`config.mk`:
```
export PLATFORM = sky130hd
export DESIGN_NAME = rtcta_top
export DESIGN_NICKNAME = d
export VERILOG_FILES = /design/src/common/rtcta_pkg.sv /design/src/core/rtcta_alarm.sv /design/src/core/rtcta_top.sv
export VERILOG_INCLUDE_DIRS = /design/src /design/src/common
export SDC_FILE = /design/constraint.sdc
export NUM_CORES = 1
export LEC_CHECK = 0
export ABC_AREA = 1
export BUFFER_PORTS_ARGS = -buffer_cell sky130_fd_sc_hd__clkbuf_2
export CAP_MARGIN = 20
export CORE_MARGIN = 5
export CORE_UTILIZATION = 56
export CTS_CLUSTER_SIZE = 30
export DETAILED_ROUTE_END_ITERATION = 16
export PLACE_DENSITY = 0.82
export SYNTH_ARGS = -nofsm -noshare
export SYNTH_HDL_FRONTEND = slang
export SYNTH_SLANG_ARGS = --single-unit
```
`constraint.sdc`:
```
create_clock -name clk_sys_i -period 2.31 [get_ports clk_sys_i]
set_clock_uncertainty 0.2 [all_clocks]
set_input_delay 0 -clock clk_sys_i [delete_from_list [all_inputs] [get_ports clk_sys_i]]
set_output_delay 0 -clock clk_sys_i [all_outputs]
set_load 0.05 [all_outputs]
```
`src/common/rtcta_defines.svh`:
```
// offsets, field positions, reset values and counts of the trim and alarm
// block; included by the alarm and top design files, the checker and the bench.
`ifndef RTCTA_DEFINES_SVH
`define RTCTA_DEFINES_SVH

// ----------------------------------------------------------------------
// register offsets
// ----------------------------------------------------------------------
`define RTCTA_ADDR_SUB_LO 16'hFF60
`define RTCTA_ADDR_SUB_HI 16'hFF61
`define RTCTA_ADDR_SEC 16'hFF62
`define RTCTA_ADDR_YEAR 16'hFF68
`define RTCTA_ADDR_TRIM 16'hFF82
`define RTCTA_ADDR_AMIN 16'hFF86
`define RTCTA_ADDR_AHOUR 16'hFF87
`define RTCTA_ADDR_AWEEK 16'hFF88

// ----------------------------------------------------------------------
// field positions
// ----------------------------------------------------------------------
`define RTCTA_TRIM_TIMING_BIT 7
`define RTCTA_TRIM_DIR_BIT 6
`define RTCTA_PM_BIT 5

// ----------------------------------------------------------------------
// reset values
// ----------------------------------------------------------------------
`define RTCTA_RST_TRIM 8'h00
`define RTCTA_RST_AMIN 8'h00
`define RTCTA_RST_AHOUR 8'h12
`define RTCTA_RST_AWEEK 8'h00
`define RTCTA_RST_HOUR 8'h12
`define RTCTA_RST_DAY 8'h01
`define RTCTA_RST_MONTH 8'h01

// ----------------------------------------------------------------------
// counts
// ----------------------------------------------------------------------
`define RTCTA_SUB_TOP 16'h7FFF
`define RTCTA_BUF_ENTRIES 7

`endif

```
`src/common/rtcta_pkg.sv`:
```
// types shared by the trim and alarm block.
// assumes nothing beyond the defines header.
`default_nettype none

package rtcta_pkg;
	typedef logic [7:0] rtcta_bcd_t;
	typedef enum logic [0:0] {
		RTCTA_RUN = 1'b0,
		RTCTA_HOLD = 1'b1
	} rtcta_pause_e;
endpackage

`default_nettype wire

```
`src/core/rtcta_alarm.sv`:
```
// alarm minute, hour and weekday registers with range check and match.
// assumes the main block feeds the current time and the byte write port.
`default_nettype none
`include "rtcta_defines.svh"

module rtcta_alarm (
	input wire logic clk_sys_i,
	input wire logic rst_n_i,
	input wire logic wr_i,
	input wire logic [15:0] addr_i,
	input wire logic [7:0] wdata_i,
	input wire logic [7:0] minute_i,
	input wire logic [7:0] hour_i,
	input wire logic [2:0] week_i,
	input wire logic hour_system_select_i,
	input wire logic alarm_enable_i,
	output logic [7:0] alarm_minute_o,
	output logic [7:0] alarm_hour_o,
	output logic [7:0] alarm_weekday_mask_o,
	output logic alarm_hit_o
);
	rtcta_pkg::rtcta_bcd_t amin_ff;
	rtcta_pkg::rtcta_bcd_t ahour_ff;
	logic [7:0] aweek_ff;
	logic match_ff;
	logic min_ok;
	logic hour_ok;
	logic match;

	// ------------------------------------------------------------------
	// registers, any write order
	// ------------------------------------------------------------------
	always_ff @(posedge clk_sys_i) begin
		if (!rst_n_i) begin
			amin_ff <= `RTCTA_RST_AMIN;
			ahour_ff <= `RTCTA_RST_AHOUR;
			aweek_ff <= `RTCTA_RST_AWEEK;
		end else if (wr_i) begin
			if (addr_i == `RTCTA_ADDR_AMIN) begin
				amin_ff <= wdata_i;
			end else if (addr_i == `RTCTA_ADDR_AHOUR) begin
				ahour_ff <= {2'b00, wdata_i[5:0]};
			end else if (addr_i == `RTCTA_ADDR_AWEEK) begin
				aweek_ff <= {1'b0, wdata_i[6:0]};
			end
		end
	end

	// ------------------------------------------------------------------
	// range check and match
	// ------------------------------------------------------------------
	always_comb begin
		min_ok = (amin_ff[7:4] <= 4'h5) && (amin_ff[3:0] <= 4'h9);
		if (hour_system_select_i) begin
			hour_ok = (ahour_ff[3:0] <= 4'h9) &&
				((ahour_ff[7:4] <= 4'h1) || (ahour_ff <= 8'h23));
		end else begin
			// bit 5 is the pm flag: low half 01..12, pm half 21..32
			hour_ok = ((ahour_ff >= 8'h01 && ahour_ff <= 8'h12) ||
				(ahour_ff >= 8'h21 && ahour_ff <= 8'h32)) &&
				(ahour_ff[3:0] <= 4'h9);
		end
		match = alarm_enable_i && min_ok && hour_ok &&
			(minute_i == amin_ff) && (hour_i == ahour_ff) &&
			aweek_ff[week_i];
	end

	always_ff @(posedge clk_sys_i) begin
		if (!rst_n_i) begin
			match_ff <= 1'b0;
		end else begin
			match_ff <= match;
		end
	end

	assign alarm_hit_o = match && !match_ff;
	assign alarm_minute_o = amin_ff;
	assign alarm_hour_o = ahour_ff;
	assign alarm_weekday_mask_o = aweek_ff;
endmodule

`default_nettype wire

```
`src/core/rtcta_top.sv`:
```
// time counters with rate trim, counter pause, alarm and event flags.
// assumes an 8-bit register port on clk_sys_i and a 32.768 kHz pin clock.
`default_nettype none
`include "rtcta_defines.svh"

// Summary of operation
// eight-bit trim register adjusting the sub-count, cleared by reset
// timing bit 0 trims at seconds 00, 20, 40; bit 1 only at 00
// direction 0 adds twice (six-bit field minus one) to sub-count
// direction 1 subtracts twice (inverted field plus one)
// no trim when field bits 5 to 1 are all zero
// alarm minute is BCD 00-59, resets zero, invalid never matches
// alarm hour resets 12, range depends on hour system, invalid ignored
// in 12-hour mode alarm hour bit 5 means pm
// alarm weekday mask resets zero, bit 0 Sunday to bit 6 Saturday
// 12-hour midnight is 12 and noon 32; 24-hour uses 00 and 12
// software touches time counters only while pause is requested
// software sees pause status low before entering stop mode
// software drops the pause request within one second
// paused counters accessible in any order, any subset
// software programs alarm only while alarm is disabled
// alarm registers accept writes in any order
// periodic and alarm events share one interrupt, separate flags
// time writes go to a buffer, reach counter within two ticks
// hour system bit 0 selects 12-hour, bit 5 then is pm
// enabled alarm flags when minute, hour and weekday bit match
// trim changes only the sub-count at the chosen second boundary
module rtcta_top (
	input wire logic clk_sys_i,
	input wire logic rst_n_i,
	input wire logic clk_32k_i,
	input wire logic [15:0] addr_i,
	input wire logic wr_i,
	input wire logic rd_i,
	input wire logic [7:0] wdata_i,
	output logic [7:0] rdata_o,
	input wire logic counter_pause_request_i,
	output logic counter_pause_status_o,
	input wire logic alarm_enable_i,
	input wire logic hour_system_select_i,
	input wire logic periodic_flag_clear_i,
	input wire logic alarm_flag_clear_i,
	output logic periodic_event_flag_o,
	output logic alarm_match_flag_o,
	output logic clock_interrupt_o
);
	logic [2:0] sync_ff;
	logic lvl_ff;
	logic tick;
	rtcta_pkg::rtcta_pause_e pause_ff;
	logic carry_ff;
	logic [15:0] sub_ff;
	logic [15:0] nxt_sub;
	logic [15:0] adj;
	logic [7:0] trim_ff;
	rtcta_pkg::rtcta_bcd_t buf_ff [`RTCTA_BUF_ENTRIES];
	logic [`RTCTA_BUF_ENTRIES-1:0] pend_ff;
	logic [`RTCTA_BUF_ENTRIES-1:0] load;
	rtcta_pkg::rtcta_bcd_t sec_ff;
	rtcta_pkg::rtcta_bcd_t min_ff;
	rtcta_pkg::rtcta_bcd_t hour_ff;
	rtcta_pkg::rtcta_bcd_t week_ff;
	rtcta_pkg::rtcta_bcd_t day_ff;
	rtcta_pkg::rtcta_bcd_t month_ff;
	rtcta_pkg::rtcta_bcd_t year_ff;
	logic ovf;
	logic sec_step;
	logic min_step;
	logic hour_step;
	logic day_step;
	logic year_step;
	logic trim_now;
	logic alarm_hit;
	logic periodic_flag_ff;
	logic alarm_flag_ff;
	logic irq_ff;
	logic [7:0] rdata_ff;
	logic [7:0] amin;
	logic [7:0] ahour;
	logic [7:0] aweek;

	function automatic logic [7:0] bcd_inc(input logic [7:0] v,
		input logic [7:0] lim, input logic [7:0] lo);
		if (v == lim) begin
			bcd_inc = lo;
		end else if (v[3:0] == 4'h9) begin
			bcd_inc = {v[7:4] + 4'h1, 4'h0};
		end else begin
			bcd_inc = v + 8'h01;
		end
	endfunction

	function automatic logic [7:0] hour_inc(input logic [7:0] h,
		input logic sys24);
		if (sys24) begin
			hour_inc = bcd_inc(h, 8'h23, 8'h00);
		end else if (h == 8'h12) begin
			hour_inc = 8'h01;
		end else if (h == 8'h11) begin
			hour_inc = 8'h32;
		end else if (h == 8'h32) begin
			hour_inc = 8'h21;
		end else begin
			hour_inc = bcd_inc(h, 8'h31, 8'h12);
		end
	endfunction

	// ------------------------------------------------------------------
	// 32.768 kHz pin: three stages, edge once stages two and three agree
	// ------------------------------------------------------------------
	always_ff @(posedge clk_sys_i) begin
		if (!rst_n_i) begin
			sync_ff <= 3'h0;
			lvl_ff <= 1'b0;
		end else begin
			sync_ff <= {sync_ff[1:0], clk_32k_i};
			if (sync_ff[1] == sync_ff[2]) begin
				lvl_ff <= sync_ff[2];
			end
		end
	end

	assign tick = (sync_ff[1] == sync_ff[2]) && sync_ff[2] && !lvl_ff;

	// ------------------------------------------------------------------
	// pause handshake; sub-count keeps running, one second is carried
	// ------------------------------------------------------------------
	always_ff @(posedge clk_sys_i) begin
		if (!rst_n_i) begin
			pause_ff <= rtcta_pkg::RTCTA_RUN;
		end else if (tick) begin
			case (pause_ff)
				rtcta_pkg::RTCTA_RUN: begin
					if (counter_pause_request_i) begin
						pause_ff <= rtcta_pkg::RTCTA_HOLD;
					end
				end
				rtcta_pkg::RTCTA_HOLD: begin
					if (!counter_pause_request_i) begin
						pause_ff <= rtcta_pkg::RTCTA_RUN;
					end
				end
				default: pause_ff <= rtcta_pkg::RTCTA_RUN;
			endcase
		end
	end

	assign counter_pause_status_o = (pause_ff == rtcta_pkg::RTCTA_HOLD);
	assign ovf = tick && (sub_ff == `RTCTA_SUB_TOP);
	assign sec_step = tick && (pause_ff == rtcta_pkg::RTCTA_RUN) &&
		(ovf || carry_ff);

	always_ff @(posedge clk_sys_i) begin
		if (!rst_n_i) begin
			carry_ff <= 1'b0;
		end else if (ovf && !sec_step) begin
			carry_ff <= 1'b1;
		end else if (sec_step) begin
			carry_ff <= ovf && carry_ff;
		end
	end

	// ------------------------------------------------------------------
	// rate trim of the sub-count
	// ------------------------------------------------------------------
	always_comb begin
		trim_now = (trim_ff[5:1] != 5'h00) &&
			((bcd_inc(sec_ff, 8'h59, 8'h00) == 8'h00) ||
			(!trim_ff[`RTCTA_TRIM_TIMING_BIT] &&
			((bcd_inc(sec_ff, 8'h59, 8'h00) == 8'h20) ||
			(bcd_inc(sec_ff, 8'h59, 8'h00) == 8'h40))));
		if (trim_ff[`RTCTA_TRIM_DIR_BIT]) begin
			adj = {9'h000, ~trim_ff[5:0] + 6'h01, 1'b0};
		end else begin
			adj = {9'h000, trim_ff[5:0] - 6'h01, 1'b0};
		end
		nxt_sub = sub_ff + 16'h0001;
		if (ovf) begin
			if (!trim_now) begin
				nxt_sub = 16'h0000;
			end else if (trim_ff[`RTCTA_TRIM_DIR_BIT]) begin
				nxt_sub = (16'h0000 - adj) & `RTCTA_SUB_TOP;
			end else begin
				nxt_sub = adj;
			end
		end
	end

	always_ff @(posedge clk_sys_i) begin
		if (!rst_n_i) begin
			sub_ff <= 16'h0000;
		end else if (tick) begin
			sub_ff <= nxt_sub;
		end
	end

	always_ff @(posedge clk_sys_i) begin
		if (!rst_n_i) begin
			trim_ff <= `RTCTA_RST_TRIM;
		end else if (wr_i && addr_i == `RTCTA_ADDR_TRIM) begin
			trim_ff <= wdata_i;
		end
	end

	// ------------------------------------------------------------------
	// write buffer per time register, moved on the next tick
	// ------------------------------------------------------------------
	genvar gi;
	generate
		for (gi = 0; gi < `RTCTA_BUF_ENTRIES; gi++) begin : g_buf
			logic hit;
			assign hit = wr_i && (addr_i == `RTCTA_ADDR_SEC + 16'(gi));
			assign load[gi] = tick && pend_ff[gi] && !hit;
			always_ff @(posedge clk_sys_i) begin
				if (!rst_n_i) begin
					buf_ff[gi] <= 8'h00;
					pend_ff[gi] <= 1'b0;
				end else if (hit) begin
					buf_ff[gi] <= wdata_i;
					pend_ff[gi] <= 1'b1;
				end else if (load[gi]) begin
					pend_ff[gi] <= 1'b0;
				end
			end
		end
	endgenerate

	// ------------------------------------------------------------------
	// time counters, index order sec, min, hour, week, day, month, year
	// ------------------------------------------------------------------
	assign min_step = sec_step && (sec_ff == 8'h59);
	assign hour_step = min_step && (min_ff == 8'h59);
	assign day_step = hour_step &&
		(hour_ff == (hour_system_select_i ? 8'h23 : 8'h31));
	assign year_step = day_step && (day_ff == 8'h31) && (month_ff == 8'h12);

	always_ff @(posedge clk_sys_i) begin
		if (!rst_n_i) begin
			sec_ff <= 8'h00;
			min_ff <= 8'h00;
			hour_ff <= `RTCTA_RST_HOUR;
			week_ff <= 8'h00;
		end else begin
			if (load[0]) begin
				sec_ff <= buf_ff[0];
			end else if (sec_step) begin
				sec_ff <= bcd_inc(sec_ff, 8'h59, 8'h00);
			end
			if (load[1]) begin
				min_ff <= buf_ff[1];
			end else if (min_step) begin
				min_ff <= bcd_inc(min_ff, 8'h59, 8'h00);
			end
			if (load[2]) begin
				hour_ff <= buf_ff[2];
			end else if (hour_step) begin
				hour_ff <= hour_inc(hour_ff, hour_system_select_i);
			end
			if (load[3]) begin
				week_ff <= buf_ff[3];
			end else if (day_step) begin
				week_ff <= bcd_inc(week_ff, 8'h06, 8'h00);
			end
		end
	end

	always_ff @(posedge clk_sys_i) begin
		if (!rst_n_i) begin
			day_ff <= `RTCTA_RST_DAY;
			month_ff <= `RTCTA_RST_MONTH;
			year_ff <= 8'h00;
		end else begin
			if (load[4]) begin
				day_ff <= buf_ff[4];
			end else if (day_step) begin
				day_ff <= bcd_inc(day_ff, 8'h31, 8'h01);
			end
			if (load[5]) begin
				month_ff <= buf_ff[5];
			end else if (day_step && day_ff == 8'h31) begin
				month_ff <= bcd_inc(month_ff, 8'h12, 8'h01);
			end
			if (load[6]) begin
				year_ff <= buf_ff[6];
			end else if (year_step) begin
				year_ff <= bcd_inc(year_ff, 8'h99, 8'h00);
			end
		end
	end

	// ------------------------------------------------------------------
	// alarm and shared event flags
	// ------------------------------------------------------------------
	rtcta_alarm i_rtcta_alarm (
		.clk_sys_i(clk_sys_i),
		.rst_n_i(rst_n_i),
		.wr_i(wr_i),
		.addr_i(addr_i),
		.wdata_i(wdata_i),
		.minute_i(min_ff),
		.hour_i(hour_ff),
		.week_i(week_ff[2:0]),
		.hour_system_select_i(hour_system_select_i),
		.alarm_enable_i(alarm_enable_i),
		.alarm_minute_o(amin),
		.alarm_hour_o(ahour),
		.alarm_weekday_mask_o(aweek),
		.alarm_hit_o(alarm_hit)
	);

	always_ff @(posedge clk_sys_i) begin
		if (!rst_n_i) begin
			periodic_flag_ff <= 1'b0;
			alarm_flag_ff <= 1'b0;
			irq_ff <= 1'b0;
		end else begin
			// set wins over a clear in the same cycle
			if (sec_step) begin
				periodic_flag_ff <= 1'b1;
			end else if (periodic_flag_clear_i) begin
				periodic_flag_ff <= 1'b0;
			end
			if (alarm_hit) begin
				alarm_flag_ff <= 1'b1;
			end else if (alarm_flag_clear_i) begin
				alarm_flag_ff <= 1'b0;
			end
			irq_ff <= sec_step || alarm_hit;
		end
	end

	assign periodic_event_flag_o = periodic_flag_ff;
	assign alarm_match_flag_o = alarm_flag_ff;
	assign clock_interrupt_o = irq_ff;

	// ------------------------------------------------------------------
	// register read
	// ------------------------------------------------------------------
	always_ff @(posedge clk_sys_i) begin
		if (!rst_n_i) begin
			rdata_ff <= 8'h00;
		end else if (rd_i) begin
			if (addr_i == `RTCTA_ADDR_SUB_LO) begin
				rdata_ff <= sub_ff[7:0];
			end else if (addr_i == `RTCTA_ADDR_SUB_HI) begin
				rdata_ff <= sub_ff[15:8];
			end else if (addr_i == `RTCTA_ADDR_SEC) begin
				rdata_ff <= sec_ff;
			end else if (addr_i == `RTCTA_ADDR_SEC + 16'h0001) begin
				rdata_ff <= min_ff;
			end else if (addr_i == `RTCTA_ADDR_SEC + 16'h0002) begin
				rdata_ff <= hour_ff;
			end else if (addr_i == `RTCTA_ADDR_SEC + 16'h0003) begin
				rdata_ff <= week_ff;
			end else if (addr_i == `RTCTA_ADDR_SEC + 16'h0004) begin
				rdata_ff <= day_ff;
			end else if (addr_i == `RTCTA_ADDR_SEC + 16'h0005) begin
				rdata_ff <= month_ff;
			end else if (addr_i == `RTCTA_ADDR_YEAR) begin
				rdata_ff <= year_ff;
			end else if (addr_i == `RTCTA_ADDR_TRIM) begin
				rdata_ff <= trim_ff;
			end else if (addr_i == `RTCTA_ADDR_AMIN) begin
				rdata_ff <= amin;
			end else if (addr_i == `RTCTA_ADDR_AHOUR) begin
				rdata_ff <= ahour;
			end else if (addr_i == `RTCTA_ADDR_AWEEK) begin
				rdata_ff <= aweek;
			end else begin
				rdata_ff <= 8'h00;
			end
		end
	end

	assign rdata_o = rdata_ff;
endmodule

`default_nettype wire

```
After elaboration in Yosys (flattened, before gate mapping)
Memories as Yosys holds them, arrays and structs flattened. Cells that the tools add are included. Widths: inputs -> output; s select.

Add/subtract/negate cells: 18. $mul: 0. Divide/modulo/power cells: 0. $lt $le $gt $ge: 10. Eq/ne operators: 38. Shift operators: 0. Mux-type cells: 104. Bitwise gates (word level): 11. Reduce and logical (&&, ||, !) cells: 86.

Operators by type and width (count): $mux 8 (51); $eq 16x16->1 const B (13); $add 8x1->8 const B (7); $mux 16 (3); $logic_and 1x1->1 (47); $mux 1 (45); $eq 8x6->1 const B (5); $reduce_bool 2->1 (17); $add 4x1->4 const B (7); $eq 4x4->1 const B (7); $eq 8x5->1 const B (3); $eq 8x7->1 const B (3); $mux 7 (3); $add 16x1->16 const B (1); $eq 16x15->1 const B (1); $eq 8x6->1 (2); $sub 1x15->15 const A (1); $le 6x6->1 const B (2); $logic_not 1->1 (11); $eq 8x3->1 const B (1); $eq 8x8->1 (1); $eq 8x8->1 const B (1); $le 4x4->1 const B (2); $logic_not 8->1 (1); other kinds (19) (32).

Bits in registers: 126. Latch bits: 0. Memory bits (writable): 56. Memory bits (read-only): 0. Input bits: 34. Output and inout bits: 12. Logic and storage cells: 296. Memories: 1.

Memory list: buf_ff (words 7, bits a word 8, read ports 7, clocked after Yosys merged registers in 0, wr ports 7, line rtcta_top.sv:56) `` rtcta_pkg::rtcta_bcd_t buf_ff [`RTCTA_BUF_ENTRIES]; ``.

Longest topological paths before layout
Depth in word-level cells: 14. Depth in mapped cells: 16. Mapped depth without buffers: 16.

By module
A second synthesis with hierarchy kept.

Cells, all modules: 1569. Area total of the unflattened synthesis: 10940.5 um^2.

Modules (own cells, without submodules): rtcta_top (times used 1, cells each 1345, area an instance 9554.2 um^2, sequential area each 3763.6 um^2); rtcta_alarm (times used 1, cells each 224, area an instance 1386.3 um^2, sequential area each 440.4 um^2).

Least setup slack after synthesis
No wires, ideal clock.

Path kind: reg2reg. Start point: register sub_ff[0]. End point: register year_ff[6]. Setup time: 0.119 ns. Data arrival time: 2.096 ns. Required time: 1.991 ns. Slack: -0.105 ns. Stages on the path, launching flop included: 15. Path buffers: 1. Clock period less this slack: 2.415 ns. Cell sequence: dfxtp_1 > ha_1 > nand3_1 > nor2_2 > nand4_4 > a21oi_4 > nand3_4 > nor2_8 > nand2_4 > or2_0 > nand2_2 > buf_6 > nand2_1 > nand2_1 > a21oi_1.

Word-level cells in the longest chain between the ends: 10.

Ends and longest elaborated chain: start: declaration (line rtcta_top.sv:52) `logic [15:0] sub_ff;`; start signal: assignment (line rtcta_top.sv:193) `sub_ff <= nxt_sub;`; $eq 16x15->1 (no line); $logic_and 1x1->1 (line rtcta_top.sv:149) `` assign ovf = tick && (sub_ff == `RTCTA_SUB_TOP); ``; $logic_or 1x1->1 (line rtcta_top.sv:151) `(ovf || carry_ff);`; $logic_and 1x1->1 (line rtcta_top.sv:150) `assign sec_step = tick && (pause_ff == rtcta_pkg::RTCTA_RUN) &&`; $logic_and 1x1->1 (line rtcta_top.sv:231) `assign min_step = sec_step && (sec_ff == 8'h59);`; $logic_and 1x1->1 (line rtcta_top.sv:232) `assign hour_step = min_step && (min_ff == 8'h59);`; $logic_and 1x1->1 (line rtcta_top.sv:233) `assign day_step = hour_step &&`; $logic_and 1x1->1 (2 in a row) (line rtcta_top.sv:235) `assign year_step = day_step && (day_ff == 8'h31) && (month_ff == 8'h12);`; $reduce_bool 2->1 (no line); end signal: assignment (line rtcta_top.sv:284) `year_ff <= buf_ff[6];`; end signal: assignment (line rtcta_top.sv:286) `year_ff <= bcd_inc(year_ff, 8'h99, 8'h00);`; end: declaration (line rtcta_top.sv:65) `rtcta_pkg::rtcta_bcd_t year_ff;`.

Every way passes these cells. A chain may end at the register's enable or synchronous reset.

Worst setup path in the final report
Start point: register sync_ff[2]. End point: register year_ff[5].

Word-level cells in the longest chain between the ends: 12. Elaborated cells between the ends (all ways): 16. Those cells by class: eq/ne: 1; mux: 1; reduce/logical: 14.

Ends and longest elaborated chain: start: declaration (line rtcta_top.sv:47) `logic [2:0] sync_ff;`; start signal: assignment (line rtcta_top.sv:116) `sync_ff <= {sync_ff[1:0], clk_32k_i};`; $eq 1x1->1 (line rtcta_top.sv:123) `assign tick = (sync_ff[1] == sync_ff[2]) && sync_ff[2] && !lvl_ff;`; $logic_and 1x1->1 (*) (2 in a row) (line rtcta_top.sv:123); $logic_and 1x1->1 (line rtcta_top.sv:149); $logic_or 1x1->1 (line rtcta_top.sv:151); $logic_and 1x1->1 (line rtcta_top.sv:150); $logic_and 1x1->1 (line rtcta_top.sv:231); $logic_and 1x1->1 (line rtcta_top.sv:232); $logic_and 1x1->1 (line rtcta_top.sv:233); $logic_and 1x1->1 (2 in a row) (line rtcta_top.sv:235); $reduce_bool 2->1 (no line).

Every way passes the cells marked *; elsewhere a longest branch is shown, timed or not.

==> flow_summary.ini <==
[route]
drtIter0Drc = 1474
wirelength_um = 35200
antenna_left = 0
vias = 11200
drt-pass1-iter-count = 6
drc_errors = 0
wl_per_cell_um = 18.8
avgViaCountPerCell = 6.01

[power]
switchingPower_uw = 1610
clkPwrFrac_pct = 46.2
internal_power_uw = 5170
combPwrFrac_pct = 4.3
peakVddDrop_mv = 0.550
power.total_uw = 6780
p_per_area_mw_per_mm2 = 514
power_leakage_uw = 0.00552
seq_power_share_pct = 49.5
swShare_pct = 23.8

[die]
io_pins = 46
die_h_um = 147
die-area_mm2 = 0.0215
core-area_mm2 = 0.0186
rows = 50
initial_core_util_pct = 56.3
die_w_um = 147

[place]
globalplace.congestion = 1.05
dp_cells = 1787
io_buffers = 45
dpl.hpwl_um = 24400

[synthesis]
synth_area_mm2 = 0.0105
syn_inst = 1441
synth_seq_cells = 182
ys_seq_area_share_pct = 40.2
yosysTopAreaCellShare_pct = 24.1
synth_area_leader_cell = dfxtp_1
synth_cell_types = 57
synth-edff-count = 56
synthFlopType = dfxtp_1
syn-num-nets = 1502
yosys-top-cells-area = dfxtp_1, edfxtp_1, nand2_1
syn_avg_cell_area_um2 = 7.26
synthTopCellsByCount = nand2_1, nor2_1, inv_1
yosysMostFrequentCell = nand2_1
yosysWarnings = 0
synthArstFlopShare_pct = 0

[global_routing]
grt_max_degree = 40
grtUsageMet1_pct = 41.4
use_met3_pct = 5.34
grt_first_pass_wirelength_um = 51600
globalRouteOverflowTotal = 0
grt_pass1_vias = 9857
antenna_found_initial = 0
grt_use_total_pct = 30.1
met2_usage_pct = 47.4
top_usage_layer = met2

[sta]
tightest_slew_ns = 0.632
hold_violations = 0
relSlewSlack_pct = 57.6
drv_slew = 0
final.min_clock_period_ns = 2.48
post-route-period-util_pct = 107
setup_slack_ns = -0.168
whs_ns = 0.127
max_freq_mhz = 404
finalSetupTns_ns = -2.89
finalSetupViolCount = 45
rsz0062_at_grt = yes

[clock_network]
clock_latency_ns = 0.44
cts_tree = built
htree_levels = 4
clk_pin_slew_ns = 0.07
cts_root_buffer = clkbuf_16
cts_made_buffers = 17
clk_path_buf_depth = 2
clock-sinks = 182

[cells_and_area]
nets = 1685
drive_gt1_share_pct = 20.3
antennaDiodeCount = 0
seqCellArea_mm2 = 0.00422
fillers = 1399
final_cells = 1871
syn_to_final_growth_pct = 26.1
multi_input_area_mm2 = 0.00588

[run_status]
outcome = complete, but fails checks
violations = negative setup slack

[critical_path]
end_kind = flop
required_ns = 2.45
cp_max_fo = 5
path_class = reg2reg
worstSetupStartpointType = flop
worstPathArrival_ns = 2.61

[worst_hold_path]
hold_path.class = in2reg

[job]
maxCapViolations = 0
[logic make-up (layout without fill, tap and decap cells)]
| family | Yosys count | after routing | share of synthesized area, % |
|---|---|---|---|
| flip-flops | 182 | 182 | 40.2 |
| adder cells (fa/ha/maj) | 27 | 27 | 3.23 |
| multiplexers | 1 | 1 | 0.108 |
| AO/OA/AOI/OAI | 284 | 284 | 15.8 |
| buffers and inverters | 204 | 399 | 7.60 |
| XOR/XNOR | 39 | 39 | 3.26 |
| AND/OR/NAND/NOR | 704 | 705 | 29.8 |
[path summary, 6_finish.rpt]
kind | startpoint | to | slack (ns) | cells past startpoint
max | sync_ff[2] | year_ff[5] | -0.17 | 16
min | addr_i[0] | rdata_o[1] | 0.13 | 9
max reg2reg | sync_ff[2] | year_ff[5] | -0.17 | 16
min reg2reg | sync_ff[0] | sync_ff[1] | 0.27 | 2
[metal layers]
| metal | up-vias | part of all wire, % |
|---|---|---|
| li1 | 5244 | - |
| met1 | 5188 | 39 |
| met2 | 689 | 46 |
| met3 | 124 | 11 |
| met4 | 0 | 4.1 |
| met5 | - | 0 |
[sequential cells by signal, summed over array words and instances (netlist names), 3 cells and up]
register                            count
rdata_o                                 8
sub_ff                                 16
pend_ff                                 7
buf_ff                                 56
month_ff                                8
sync_ff                                 3
sec_ff                                  8
year_ff                                 8
min_ff                                  8
trim_ff                                 8
day_ff                                  8
i_rtcta_alarm.alarm_minute_o            8
i_rtcta_alarm.alarm_hour_o              6
hour_ff                                 8
week_ff                                 8
i_rtcta_alarm.alarm_weekday_mask_o      7
[cell usage in the layout (no fill, tap or decap), types with 26 or more instances in the layout]
cell type / Yosys / final
dfxtp_1: 126 / 114
buf_4: 1 / 112
clkbuf_2: 1 / 46
nand3_1: 90 / 81
nor2_1: 217 / 208
o21ai_0: 98 / 83
inv_1: 155 / 140
a31oi_1: 27 / 26
nand4_1: 36 / 36
edfxtp_1: 56 / 56
dlygate4sd3_1: 0 / 27
nand2_1: 288 / 277
xor2_1: 32 / 28
a21oi_1: 84 / 79
[cell type report]
class / count / area share [%]
repair buffers: 202 / 11.8
clock inverters: 14 / 1.44
flip-flops and latches: 182 / 32.0
multi-input cells: 1056 / 44.6
clock buffers: 18 / 3.25
inverters: 165 / 4.77
well taps: 234 / 2.22
[through the flow]
step	utilization (%)	setup WS [ns]	area (um^2)
after floorplan	-	-0.0433	10500
after global routing	71.0	-0.258	13200
after detailed placement	62.7	-0.0714	11600
after global placement	62.7	0.00397	11600
final	71.0	-0.168	13200
after CTS	68.0	-0.111	12600
[power groups by stage]
stage	sequential (uW)	clock [uW]	combinational, uW
2_1_floorplan	3420	0	117
3_5_place_dp	3430	0	240
5_1_grt	3360	3260	308
4_1_cts	3360	3110	273
6_report	3360	3140	291
3_3_place_gp	3430	0	237
[critical path, stage by stage, from the launching register on]
cell,delay (ns)
dfxtp_2,0.36
ha_4,0.13
inv_2,0.04
nor2_4,0.09
nand3_2,0.10
nor2_4,0.14
nand4_4,0.10
a21oi_4,0.21
nand3_4,0.15
nor2_8,0.15
nand2_4,0.05
or2_4,0.26
nand2_4,0.09
buf_6,0.13
nand2_2,0.05
nand2_2,0.08
a21oi_2,0.04
[what timing repair did]
item                                    in CTS  in global routing
pin swaps                                    4                 39
gates cloned                                 0                  2
hold endpoints to repair                    52                  0
hold buffers                                28                  0
endpoints found under the setup margin      31                 73
setup buffers                                7                 15
resized for setup                           13                134
No activity file was read; power rests on OpenSTA's default activity.
